<file path="src/logic/pdm_consts.vh">
// Constants for the port D/E pin function multiplexer
`ifndef PDM_CONSTS_VH
`define PDM_CONSTS_VH

// Register offsets on the internal register port
`define PDM_ADDR_W          8
`define PDM_OFS_PDFS        8'h00
`define PDM_OFS_PEFS        8'h04
`define PDM_OFS_HOLD        8'h08
`define PDM_OFS_ROUTE       8'h0c

// Port D register field positions (LSB of each 3-bit code)
`define PDM_POS_D8          0
`define PDM_POS_D9          4
`define PDM_POS_D10         8
`define PDM_POS_D11         12
// Port E register field positions
`define PDM_POS_E12         0
`define PDM_POS_E13         4
// Hold register bit
`define PDM_POS_HOLD_DL     0

// Writable masks; reserved bits 15, 11, 7 and 3 stay zero
`define PDM_PDFS_WMASK      16'h7777
`define PDM_PEFS_WMASK      16'h0077
`define PDM_HOLD_WMASK      16'h0001

// Reset values
`define PDM_PDFS_RST        16'h0000
`define PDM_PDFS_ROMLESS    16'h1111
`define PDM_PEFS_RST        16'h0000
`define PDM_HOLD_RST        1'b0

// Function codes
`define PDM_CODE_PORT       3'h0
`define PDM_CODE_BUS        3'h1
`define PDM_CODE_MANUAL_RESET_INPUT_N       3'h3
`define PDM_CODE_STMR       3'h4
`define PDM_CODE_MTMR       3'h6

// Effective routing selections
`define PDM_SEL_PORT        2'h0
`define PDM_SEL_ALT1        2'h1
`define PDM_SEL_ALT2        2'h2

// Edges after reset release after which the boot strap is applied, on the next edge
`define PDM_STRAP_LOAD_CNT  2'h2

`endif

</file>
<file path="src/logic/pdm_pin_mux.v">
// Pin function multiplexer for port D pins 8-11 and port E pins 12-13
//
// Summary of operation
// RL1: D11 code 000 port, 001 bus, 100 timer.
// RL2: D10 code 000 port, 001 bus, 100 timer.
// RL3: D9 code 000 port, 001 bus, 100 timer.
// RL4: Software writes only listed codes per pin.
// RL5: Reserved bits read zero, written zero.
// RL6: Codes reset 000; LSB 1 in romless boot.
// RL7: E13 000 port, 011 manual reset, 110 timer.
// RL8: E12 000 port, 110 timer, rest prohibited.
// RL9: Standby: D9, D11 float unless hold set.
// RL10: Prohibited code keeps pin as port.
//
// Design decisions made here: the plain strobed port and the placing of the registers.
`timescale 1ns/1ps
`default_nettype none
`include "pdm_consts.vh"

module pdm_pin_mux (
    // Clock and reset
    input  wire                   clk_sys,
    input  wire                   reset_n,

    // Register port
    input  wire [`PDM_ADDR_W-1:0] reg_addr,
    input  wire [15:0]            reg_wdata,
    input  wire                   reg_wr,
    input  wire                   reg_rd,
    output reg  [15:0]            reg_rdata,

    // System control
    input  wire                   boot_ext_romless,
    input  wire                   standby_mode,
    output reg                    manual_reset_input_n,

    // Pins, index 0..5 = D8, D9, D10, D11, E12, E13
    input  wire [5:0]             pin_in,
    output wire [5:0]             pin_out,
    output wire [5:0]             pin_oe,

    // General port side
    input  wire [5:0]             port_out,
    input  wire [5:0]             port_oe,
    output reg  [5:0]             port_in,

    // External bus controller data lines 8..11
    input  wire [3:0]             bus_d_out,
    input  wire [3:0]             bus_d_oe,
    output reg  [3:0]             bus_d_in,

    // Secondary motor timer channel 3 B, C, D
    input  wire                   sec_timer_ch3_b_signal_out,
    input  wire                   sec_timer_ch3_b_signal_oe,
    output reg                    sec_timer_ch3_b_signal_in,
    input  wire                   sec_timer_ch3_c_signal_out,
    input  wire                   sec_timer_ch3_c_signal_oe,
    output reg                    sec_timer_ch3_c_signal_in,
    input  wire                   sec_timer_ch3_d_signal_out,
    input  wire                   sec_timer_ch3_d_signal_oe,
    output reg                    sec_timer_ch3_d_signal_in,

    // Main motor timer channel 4 A, B
    input  wire                   main_timer_ch4_a_signal_out,
    input  wire                   main_timer_ch4_a_signal_oe,
    output reg                    main_timer_ch4_a_signal_in,
    input  wire                   main_timer_ch4_b_signal_out,
    input  wire                   main_timer_ch4_b_signal_oe,
    output reg                    main_timer_ch4_b_signal_in
);

    // Codes are stored as written, prohibited ones too, so reads
    // return what was written; only the routing refuses them and
    // keeps such a pin with the port, with no error flag raised.
    //
    // Code to routing; port first, unknown codes fall back to port [RL10]
    function [1:0] route_of;
        input [2:0] code;
        input [2:0] alt1_code;
        input [2:0] alt2_code;
        begin
            if (code == `PDM_CODE_PORT)
                route_of = `PDM_SEL_PORT;
            else if (code == alt1_code)
                route_of = `PDM_SEL_ALT1;
            else if (code == alt2_code)
                route_of = `PDM_SEL_ALT2;
            else
                route_of = `PDM_SEL_PORT;
        end
    endfunction

    // Stored state: function registers, hold bit, strap capture;
    // routing is decoded from these afresh every cycle
    reg  [15:0] port_d_function_select_low3_q;
    reg  [15:0] port_e_function_select_q;
    reg         port_d_low_standby_hold_q;
    reg  [1:0]  strap_sync_q;
    reg  [1:0]  strap_cnt_q;
    reg  [15:0] rdata_d;

    // Per-pin vectors run D8, D9, D10, D11, E12, E13; route holds
    // two bits a pin in the same order
    wire [2:0]  pin_d8_function_code;
    wire [2:0]  pin_d9_function_code;
    wire [2:0]  pin_d10_function_code;
    wire [2:0]  pin_d11_function_code;
    wire [2:0]  pin_e12_function_code;
    wire [2:0]  pin_e13_function_code;
    wire [11:0] route;
    wire [5:0]  in_sync;
    wire [5:0]  float_en;
    wire [5:0]  alt1_out;
    wire [5:0]  alt1_oe;
    wire [5:0]  alt2_out;
    wire [5:0]  alt2_oe;
    wire        strap_load;

    // Code fields of the function registers
    assign pin_d8_function_code  = port_d_function_select_low3_q[`PDM_POS_D8 +: 3];
    assign pin_d9_function_code  = port_d_function_select_low3_q[`PDM_POS_D9 +: 3];
    assign pin_d10_function_code = port_d_function_select_low3_q[`PDM_POS_D10 +: 3];
    assign pin_d11_function_code = port_d_function_select_low3_q[`PDM_POS_D11 +: 3];
    assign pin_e12_function_code = port_e_function_select_q[`PDM_POS_E12 +: 3];
    assign pin_e13_function_code = port_e_function_select_q[`PDM_POS_E13 +: 3];

    // Route codes: 0 port, 1 first alternative, 2 second. D8 has no
    // timer, so its second code repeats the bus code and never wins;
    // E12 has no first alternative, the port code makes it unreachable.
    //
    // Effective routing per pin, two bits each
    assign route[1:0]   = route_of(pin_d8_function_code, `PDM_CODE_BUS, `PDM_CODE_BUS);
    assign route[3:2]   = route_of(pin_d9_function_code, `PDM_CODE_BUS, `PDM_CODE_STMR);  // [RL3]
    assign route[5:4]   = route_of(pin_d10_function_code, `PDM_CODE_BUS, `PDM_CODE_STMR); // [RL2]
    assign route[7:6]   = route_of(pin_d11_function_code, `PDM_CODE_BUS, `PDM_CODE_STMR); // [RL1]
    assign route[9:8]   = route_of(pin_e12_function_code, `PDM_CODE_PORT, `PDM_CODE_MTMR); // [RL8]
    assign route[11:10] = route_of(pin_e13_function_code, `PDM_CODE_MANUAL_RESET_INPUT_N, `PDM_CODE_MTMR); // [RL7]

    // Manual reset on E13 is input only: its enable is tied low, so
    // the pin is undriven and must be pulled idle from outside.
    //
    // First alternative: bus data on port D, nothing driven on port E
    assign alt1_out = {2'b00, bus_d_out};
    assign alt1_oe  = {2'b00, bus_d_oe};

    // Second alternative: timer compare/capture signals
    assign alt2_out = {main_timer_ch4_b_signal_out, main_timer_ch4_a_signal_out,
                       sec_timer_ch3_d_signal_out, sec_timer_ch3_b_signal_out,
                       sec_timer_ch3_c_signal_out, 1'b0};
    assign alt2_oe  = {main_timer_ch4_b_signal_oe, main_timer_ch4_a_signal_oe,
                       sec_timer_ch3_d_signal_oe, sec_timer_ch3_b_signal_oe,
                       sec_timer_ch3_c_signal_oe, 1'b0};

    // Hold bit 0 floats the low group in standby, 1 keeps its level;
    // the other four pins keep their state whatever the bit says.
    //
    // Only D9 and D11 may float in standby; the rest always keep state
    assign float_en = {2'b00, ~port_d_low_standby_hold_q, 1'b0,
                       ~port_d_low_standby_hold_q, 1'b0}; // [RL9]

    // Drive is registered in each cell, so a new code or driver shows
    // on the pin one cycle later; inputs take three cycles to reach
    // the function side (two synchroniser stages, one routing stage).
    //
    // Six pin cells
    genvar gi;
    generate
        for (gi = 0; gi < 6; gi = gi + 1) begin : g_pin
            pdm_pin_cell u_cell (
                .clk_sys          (clk_sys),
                .reset_n          (reset_n),
                .sel              (route[2*gi +: 2]),
                .standby          (standby_mode),
                .float_in_standby (float_en[gi]),
                .port_out         (port_out[gi]),
                .port_oe          (port_oe[gi]),
                .alt1_out         (alt1_out[gi]),
                .alt1_oe          (alt1_oe[gi]),
                .alt2_out         (alt2_out[gi]),
                .alt2_oe          (alt2_oe[gi]),
                .pin_in           (pin_in[gi]),
                .pin_out          (pin_out[gi]),
                .pin_oe           (pin_oe[gi]),
                .pin_in_sync      (in_sync[gi])
            );
        end
    endgenerate

    // The strap is a pin level, so it is synchronised first. The load
    // waits until both stages hold post-release values, fires once and
    // stops. A port D write in that cycle is lost, so software should
    // leave the register alone for the first few cycles.
    //
    // Boot strap synchroniser and load counter; strap caught after release
    always @(posedge clk_sys or negedge reset_n) begin
        if (!reset_n) begin
            strap_sync_q <= 2'b00;
            strap_cnt_q  <= 2'h0;
        end else begin
            strap_sync_q <= {strap_sync_q[0], boot_ext_romless};
            if (strap_cnt_q != 2'h3)
                strap_cnt_q <= strap_cnt_q + 2'h1;
        end
    end

    assign strap_load = (strap_cnt_q == `PDM_STRAP_LOAD_CNT);

    // Reserved bits are masked on the way in, not on reads, so stored
    // and read values never differ. Strap load beats a port D write;
    // port E and hold writes are never blocked.
    //
    // Function and hold registers; reserved bits never stored [RL5]
    always @(posedge clk_sys or negedge reset_n) begin
        if (!reset_n) begin
            port_d_function_select_low3_q <= `PDM_PDFS_RST; // [RL6]
            port_e_function_select_q      <= `PDM_PEFS_RST; // [RL7] [RL8]
            port_d_low_standby_hold_q     <= `PDM_HOLD_RST;
        end else begin
            if (strap_load) begin
                // Romless external boot sets each code LSB, selecting bus data
                port_d_function_select_low3_q <= strap_sync_q[1] ?
                    `PDM_PDFS_ROMLESS : `PDM_PDFS_RST; // [RL6]
            end else if (reg_wr && reg_addr == `PDM_OFS_PDFS) begin
                port_d_function_select_low3_q <= reg_wdata & `PDM_PDFS_WMASK; // [RL5]
            end
            if (reg_wr && reg_addr == `PDM_OFS_PEFS)
                port_e_function_select_q <= reg_wdata & `PDM_PEFS_WMASK; // [RL5]
            if (reg_wr && reg_addr == `PDM_OFS_HOLD)
                port_d_low_standby_hold_q <= reg_wdata[`PDM_POS_HOLD_DL];
        end
    end

    // Routing register is read only; writes to it or to unmapped
    // offsets are ignored, and unused space never echoes stale data.
    //
    // Read decode; unmapped addresses read zero
    always @* begin
        rdata_d = 16'h0000;
        case (reg_addr)
            `PDM_OFS_PDFS:  rdata_d = port_d_function_select_low3_q;
            `PDM_OFS_PEFS:  rdata_d = port_e_function_select_q;
            `PDM_OFS_HOLD:  rdata_d[`PDM_POS_HOLD_DL] = port_d_low_standby_hold_q;
            `PDM_OFS_ROUTE: rdata_d = {4'h0, route};
            default:        rdata_d = 16'h0000;
        endcase
    end

    // Zero between reads exposes a master that samples a cycle late,
    // and keeps the bus quiet when nobody reads
    //
    // Read data stands only in the cycle after the strobe
    always @(posedge clk_sys or negedge reset_n) begin
        if (!reset_n) begin
            reg_rdata <= 16'h0000;
        end else if (reg_rd) begin
            reg_rdata <= rdata_d;
        end else begin
            reg_rdata <= 16'h0000;
        end
    end

    // A function that does not own a pin sees a constant idle level,
    // never the pin: a timer input cannot capture edges caused by port
    // traffic on a shared pin.
    //
    // Input routing; a function not selected sees an idle level
    always @(posedge clk_sys or negedge reset_n) begin
        if (!reset_n) begin
            port_in                    <= 6'h00;
            bus_d_in                   <= 4'h0;
            sec_timer_ch3_b_signal_in  <= 1'b0;
            sec_timer_ch3_c_signal_in  <= 1'b0;
            sec_timer_ch3_d_signal_in  <= 1'b0;
            main_timer_ch4_a_signal_in <= 1'b0;
            main_timer_ch4_b_signal_in <= 1'b0;
            manual_reset_input_n       <= 1'b1;
        end else begin
            port_in[0] <= (route[1:0] == `PDM_SEL_PORT) & in_sync[0];
            port_in[1] <= (route[3:2] == `PDM_SEL_PORT) & in_sync[1];
            port_in[2] <= (route[5:4] == `PDM_SEL_PORT) & in_sync[2];
            port_in[3] <= (route[7:6] == `PDM_SEL_PORT) & in_sync[3];
            port_in[4] <= (route[9:8] == `PDM_SEL_PORT) & in_sync[4];
            port_in[5] <= (route[11:10] == `PDM_SEL_PORT) & in_sync[5];

            bus_d_in[0] <= (route[1:0] == `PDM_SEL_ALT1) & in_sync[0];
            bus_d_in[1] <= (route[3:2] == `PDM_SEL_ALT1) & in_sync[1]; // [RL3]
            bus_d_in[2] <= (route[5:4] == `PDM_SEL_ALT1) & in_sync[2]; // [RL2]
            bus_d_in[3] <= (route[7:6] == `PDM_SEL_ALT1) & in_sync[3]; // [RL1]

            sec_timer_ch3_c_signal_in  <= (route[3:2] == `PDM_SEL_ALT2) & in_sync[1];
            sec_timer_ch3_b_signal_in  <= (route[5:4] == `PDM_SEL_ALT2) & in_sync[2];
            sec_timer_ch3_d_signal_in  <= (route[7:6] == `PDM_SEL_ALT2) & in_sync[3];
            main_timer_ch4_a_signal_in <= (route[9:8] == `PDM_SEL_ALT2) & in_sync[4];
            main_timer_ch4_b_signal_in <= (route[11:10] == `PDM_SEL_ALT2) & in_sync[5];
            // Manual reset is inactive high whenever E13 is not in that function
            manual_reset_input_n <= (route[11:10] == `PDM_SEL_ALT1) ?
                                    in_sync[5] : 1'b1; // [RL7]
        end
    end

endmodule // pdm_pin_mux

`default_nettype wire

</file>
<file path="src/logic/pdm_pin_cell.v">
// One multiplexed pin: output select, standby hold/float, input synchroniser
`timescale 1ns/1ps
`default_nettype none
`include "pdm_consts.vh"

module pdm_pin_cell (
    // Clock and reset
    input  wire       clk_sys,
    input  wire       reset_n,
    // Function select and standby control
    input  wire [1:0] sel,
    input  wire       standby,
    input  wire       float_in_standby,
    // Candidate drivers
    input  wire       port_out,
    input  wire       port_oe,
    input  wire       alt1_out,
    input  wire       alt1_oe,
    input  wire       alt2_out,
    input  wire       alt2_oe,
    // Pin side
    input  wire       pin_in,
    output reg        pin_out,
    output reg        pin_oe,
    output wire       pin_in_sync
);

    reg  [1:0] sync_q;
    reg        mux_out;
    reg        mux_oe;

    // Drivers of the selected function only; any other selection means port
    always @* begin
        case (sel)
            `PDM_SEL_ALT1: begin
                mux_out = alt1_out;
                mux_oe  = alt1_oe;
            end
            `PDM_SEL_ALT2: begin
                mux_out = alt2_out;
                mux_oe  = alt2_oe;
            end
            default: begin
                mux_out = port_out;
                mux_oe  = port_oe;
            end
        endcase
    end

    // Pin drive; in standby the last state is kept unless floating is asked for
    always @(posedge clk_sys or negedge reset_n) begin
        if (!reset_n) begin
            pin_out <= 1'b0;
            pin_oe  <= 1'b0;
        end else if (!standby) begin
            pin_out <= mux_out;
            pin_oe  <= mux_oe;
        end else if (float_in_standby) begin
            pin_oe  <= 1'b0;
        end
    end

    // Two-stage synchroniser; only the second stage leaves the cell
    always @(posedge clk_sys or negedge reset_n) begin
        if (!reset_n) begin
            sync_q <= 2'b00;
        end else begin
            sync_q <= {sync_q[0], pin_in};
        end
    end

    assign pin_in_sync = sync_q[1];

endmodule // pdm_pin_cell

`default_nettype wire

</file>
<file path="config.mk">
export PLATFORM = sky130hd
export DESIGN_NAME = pdm_pin_mux
export DESIGN_NICKNAME = d
export VERILOG_FILES = /design/src/logic/pdm_pin_mux.v /design/src/logic/pdm_pin_cell.v
export VERILOG_INCLUDE_DIRS = /design/src /design/src/logic
export SDC_FILE = /design/constraint.sdc
export NUM_CORES = 1
export LEC_CHECK = 0
export ABC_AREA = 1
export BUFFER_PORTS_ARGS = -buffer_cell sky130_fd_sc_hd__buf_4
export CORE_AREA = 2 2 122 100
export DETAILED_ROUTE_END_ITERATION = 8
export DIE_AREA = 0 0 124 102
export PLACE_DENSITY = 0.5
export SETUP_SLACK_MARGIN = 0.15
export SYNTH_ARGS = -nofsm -noshare
export SYNTH_HDL_FRONTEND = slang
export SYNTH_SLANG_ARGS = --single-unit
</file>
<file path="constraint.sdc">
create_clock -name clk_sys -period 1.5 [get_ports clk_sys]
set_clock_uncertainty 0.15 [all_clocks]
set_input_delay 0.45 -clock clk_sys [delete_from_list [all_inputs] [get_ports clk_sys]]
set_output_delay 0.45 -clock clk_sys [all_outputs]
set_load 0.01 [all_outputs]
</file>
* Word level (Yosys, flattened, before mapping)
Cells that the tools add are included.
** Word-level totals
- Word-level logic and storage cells :: 131
- Output and inout port bits :: 44
- Flip-flop bits (word level) :: 83
- Input bits :: 66
** Cells by class
- Equality and inequality tests :: 28
- Bitwise gates (word level) :: 15
- Add/sub/neg operators :: 1
- Reductions and logical operators :: 17
- Muxes and demuxes :: 38
** Operators with widths (count)
- $mux 16 :: 3
- $pmux 15 s3 :: 1
- $mux 2 :: 15
- $pmux 1 s2 :: 12
- $logic_not 3->1 :: 6
- $eq 8x4->1 const B :: 2
- $and 1x1->1 :: 15
- $eq 3x3->1 const B :: 5
- $eq 2x2->1 const B :: 7
- $mux 13 :: 1
- $eq 2x1->1 const B :: 6
- $eq 3x1->1 const B :: 4
- $logic_not 2->1 :: 6
- $eq 8x3->1 const B :: 1
- $logic_not 8->1 :: 1
- $mux 1 :: 5
- $ne 2x2->1 const B :: 2
- $pmux 1 s4 :: 1
- $eq 3x2->1 const B :: 1
- $logic_and 1x1->1 :: 3
- $add 2x1->2 const B :: 1
- $reduce_bool 2->1 :: 1

* Longest topological paths before layout
- Word-level depth :: 7
- Gate-level depth with buffers :: 8
- Gate-level depth less buffers :: 8

* By module
A second synthesis with hierarchy kept.
** Unflattened totals
- Cell total of the unflattened synthesis :: 403
- Area, all modules :: 3553.4 µm²
** By module, submodules not included
- pdm_pin_mux :: cells each 253, seq. area each 1352.5 µm², times used 1, area an instance 2322.2 µm²
- pdm_pin_cell :: cells each 25, seq. area each 100.1 µm², times used 6, area an instance 205.2 µm²

* Least setup slack after synthesis
Ideal clock, no wire load.
- Path type :: input port to flip-flop
- From :: input reg_addr[7]
- To :: register port_d_function_select_low3_q[5]
- Stages on the path :: 7
- Path slack :: 0.053 ns
- Setup time :: 0.127 ns
- Data arrival time :: 1.170 ns
- Path buffers :: 1
- Data required time :: 1.223 ns
- Cells stage by stage :: nor2_2 -> nand2_2 -> nor2_4 -> nand2_4 -> nand2_4 -> buf_6 -> o21ai_0
** On the way
- Longest elaborated chain between the ends :: 3
** RTL lines
- from (decl) :: RTL line pdm_pin_mux.v:26 : input wire [`PDM_ADDR_W-1:0] reg_addr,
- $logic_not 8->1
- $logic_and 1x1->1 (no source line)
- $reduce_bool 2->1 (no source line)
- to (signal assigned) :: RTL line pdm_pin_mux.v:215 : port_d_function_select_low3_q <= `PDM_PDFS_RST;
- to (signal assigned) :: RTL line pdm_pin_mux.v:221 : port_d_function_select_low3_q <= strap_sync_q[1] ?
- to (signal assigned) :: RTL line pdm_pin_mux.v:224 : port_d_function_select_low3_q <= reg_wdata & `PDM_PDFS_WMASK;
- to (decl) :: RTL line pdm_pin_mux.v:95 : reg [15:0] port_d_function_select_low3_q;
Every way passes these cells.
A chain may end at the register's enable or synchronous reset.

* Final worst setup path
- From :: register manual_reset_input_n
- To :: output manual_reset_input_n
** RTL lines
- from (decl) :: RTL line pdm_pin_mux.v:35 : output reg manual_reset_input_n,
- from (signal assigned) :: RTL line pdm_pin_mux.v:296 : manual_reset_input_n <= (route[11:10] == `PDM_SEL_ALT1) ?
No word-level cell between the ends.

==> impl_metrics.json <==
{
  "status": "finished with violations",
  "violations": "setup timing",
  "rows": 35,
  "avgSynthCellArea_um2": 8.911,
  "synth_fa_ha_area_share_pct": 1.857,
  "critPathMaxStageDelay_ps": 520,
  "utilization_pct": 46.07,
  "grt_max_degree": 41,
  "postRouteAntennaNets": 0,
  "fin_nets": 591,
  "wire_per_inst_um": 13.40,
  "worstSetupEndpointType": "output pin",
  "slowest_stage": "dfstp_2",
  "yosysTopAreaCellShare_pct": 57.21,
  "clock_latency_ps": 330,
  "clkPwrFrac_pct": 42.7,
  "power.internal_mw": 3.951,
  "synthesis.nets": 449,
  "grt.total_usage_pct": 14.79,
  "cts_buffers": 9,
  "rsz0062_at_grt": "yes",
  "diodes": 0,
  "power_density_nw_per_um2": 987.6,
  "core_um2": 11390,
  "grt-ovfl-total": 0,
  "reg2reg_setup_slack_ps": 70,
  "setup_tns_ps": -46.16,
  "cts_max_level": 3,
  "synthSimpleGateAreaFrac_pct": 25.26,
  "dpl.hpwl_um": 6703,
  "crit_path_start_kind": "register",
  "synth_compound_area_share_pct": 4.495,
  "p_total_mw": 5.180,
  "whs_ps": 71.73,
  "final_cells": 673,
  "cts.clk_slew.worst_paths_ps": 60,
  "synth_cell_type_count": 25,
  "yosysSeqAreaShare_pct": 57.99,
  "placed_area_um2": 4474,
  "drc": 0,
  "viasPerCell": 4.184,
  "path_buf_inv": 1,
  "netlist_area_um2": 3368,
  "timing.final.hold_violations": 0,
  "dp.cells": 635,
  "setup_viol": 1,
  "crit_chain": "buf_6",
  "postLayoutCellArea_um2": 5245,
  "crit_family": "flip-flops",
  "cp_max_fo": 1,
  "fmax_ghz": 0.6468,
  "synth-seq-cells": 78,
  "clk_path_buf_depth": 2,
  "power_frac_comb_pct": 13.3,
  "drive_gt1_share_pct": 41.90,
  "area_growth_pct": 55.72,
  "tritoncts": "yes",
  "grt_pass1_vias": 2728,
  "synth.area.mux_share_pct": 0,
  "fin_crit_ps": 1546,
  "drtPass1Iterations": 4,
  "port_buffers": 104,
  "leakage_nw": 2.707,
  "die_area_um2": 12650,
  "globalplace.congestion": 0.7708,
  "num_vias": 2816,
  "setup_slack_ps": -46.16,
  "clockRootBuffer": "clkbuf_16",
  "ys.warnings.count": 0,
  "slew_violations": 0,
  "synth_top_cell_by_area": "dfrtp_1",
  "synth_xor_xnor_area_share_pct": 0.2600,
  "antenna_found_initial": 0,
  "critPathRequiredTime_ps": 900,
  "die_y_um": 102,
  "grt_pass1_wl_um": 13830,
  "min_period_over_period_pct": 103.1,
  "p_switching_mw": 1.229,
  "p_sw_share_pct": 23.73,
  "cp.arrival_ps": 950,
  "die_x_um": 124,
  "cap_violations": 0,
  "synth_top_family_by_area": "simple AND/OR/NAND/NOR gates",
  "start_util_pct": 29.58,
  "hold_class": "in -> reg",
  "ir_drop_mv": 0.5583,
  "crit_type": "reg -> out",
  "drt-total-wl_um": 9021,
  "cts_sinks": 78,
  "drtIter0Drc": 107,
  "num_io_pins": 110,
  "netlist_instances": 378,
  "dp_slack_ps": -143.7,
  "fillers": 1100,
  "synthTopCellsByArea": "dfrtp_1 (57%), nand2_1 (9.2%), nand3_1 (6.1%)",
  "pwr-share-seq_pct": 44.0
}
## cells by family after synthesis
kind of cell	count (synthesis)
AND/OR/NAND/NOR	194
AO/OA/AOI/OAI	28
XOR/XNOR	1
adder cells (fa/ha/maj)	5
buffers and inverters	71
flip-flops	78
other	1
## cell type report
| class | instances | area, um^2 | area share (%) |
|---|---|---|---|
| clock inverters | 3 | 42.54 | 0.8111 |
| multi-input cells | 229 | 1260 | 24.02 |
| flip-flops and latches | 78 | 1954 | 37.26 |
| well taps | 148 | 185.2 | 3.531 |
| repair buffers | 150 | 1343 | 25.60 |
| inverters | 52 | 200.2 | 3.817 |
| clock buffers | 13 | 260.3 | 4.962 |
## power by group through the flow
stage               sequential [mW]  clock [mW]  combinational [mW]
finish                         2.28        2.21               0.690
global route                   2.29        2.37               0.764
CTS                            2.28        2.27               0.642
detailed placement             2.30           0               0.588
global placement               2.30           0               0.583
floorplan                      2.30           0               0.254
## cell usage in the layout, fill, tap and decap left out, types with 4 or more instances in the layout
cell        n
a21oi_1     5
a31oi_1     4
buf_4      99
buf_6      47
clkbuf_16   9
dfrtp_1    76
inv_1      37
inv_2      12
nand2_1    71
nand2_2    11
nand2_4     4
nand3_1    33
nand3_2     6
nand4_1     7
nor2_1     45
nor2_2      6
nor2_4      4
o21ai_0     5
o21ai_1    11
## flip-flops by register name, summed over array words and instances, names as in the netlist, 4 cells and up
name                           count
bus_d_in                           4
g_pin.u_cell.pin_oe                6
g_pin.u_cell.pin_out               6
g_pin.u_cell.sync_q               12
port_d_function_select_low3_q     12
port_e_function_select_q           6
port_in                            6
reg_rdata                         15
## Yosys cell counts
| master | count |
|---|---|
| conb_1 | 1 |
| o31ai_1 | 1 |
| buf_4 | 14 |
| clkinv_1 | 1 |
| a31oi_1 | 4 |
| nand3_1 | 41 |
| nor2_2 | 2 |
| nand2_4 | 3 |
| o21ai_0 | 17 |
| a21oi_1 | 5 |
| xnor2_1 | 1 |
| ha_1 | 5 |
| nand4_1 | 7 |
| nand2_1 | 83 |
| buf_6 | 2 |
| nor3_1 | 3 |
| nand2_2 | 1 |
| o21ai_2 | 1 |
| dfrtp_1 | 77 |
| inv_1 | 51 |
| nor2_4 | 1 |
| nor3_4 | 1 |
| dfstp_2 | 1 |
| nor2_1 | 52 |
| buf_2 | 3 |
## metal layers
metal  vias up  track usage (%)  part of all wire (%)
li1       1458                -                     -
met1      1277            20.59                    48
met2        74            21.85                    45
met3         7            4.911                   5.9
met4         0            4.667                   1.1
met5         -                0                     0
## final timing paths
kind,start,end,cells past startpoint
setup / recovery,manual_reset_input_n,manual_reset_input_n,1
max in group asynchronous,reset_n,manual_reset_input_n,3
hold / removal,pin_in[0],g_pin[0].u_cell.sync_q[0],1
hold reg to reg,g_pin[2].u_cell.sync_q[0],g_pin[2].u_cell.sync_q[1],0
setup reg to reg,port_e_function_select_q[4],g_pin[5].u_cell.pin_out,8
min in group asynchronous,reset_n,port_in[5],2
## timing repair
| item | CTS | global route |
|---|---|---|
| pin swaps | 1 | 11 |
| hold buffers | 1 | 0 |
| endpoints found under the hold margin | 77 | 0 |
| endpoints found under the setup margin | 57 | 71 |
| gates resized for setup | 50 | 41 |
| setup buffers | 6 | 15 |
(Power assumes the default switching activity.)
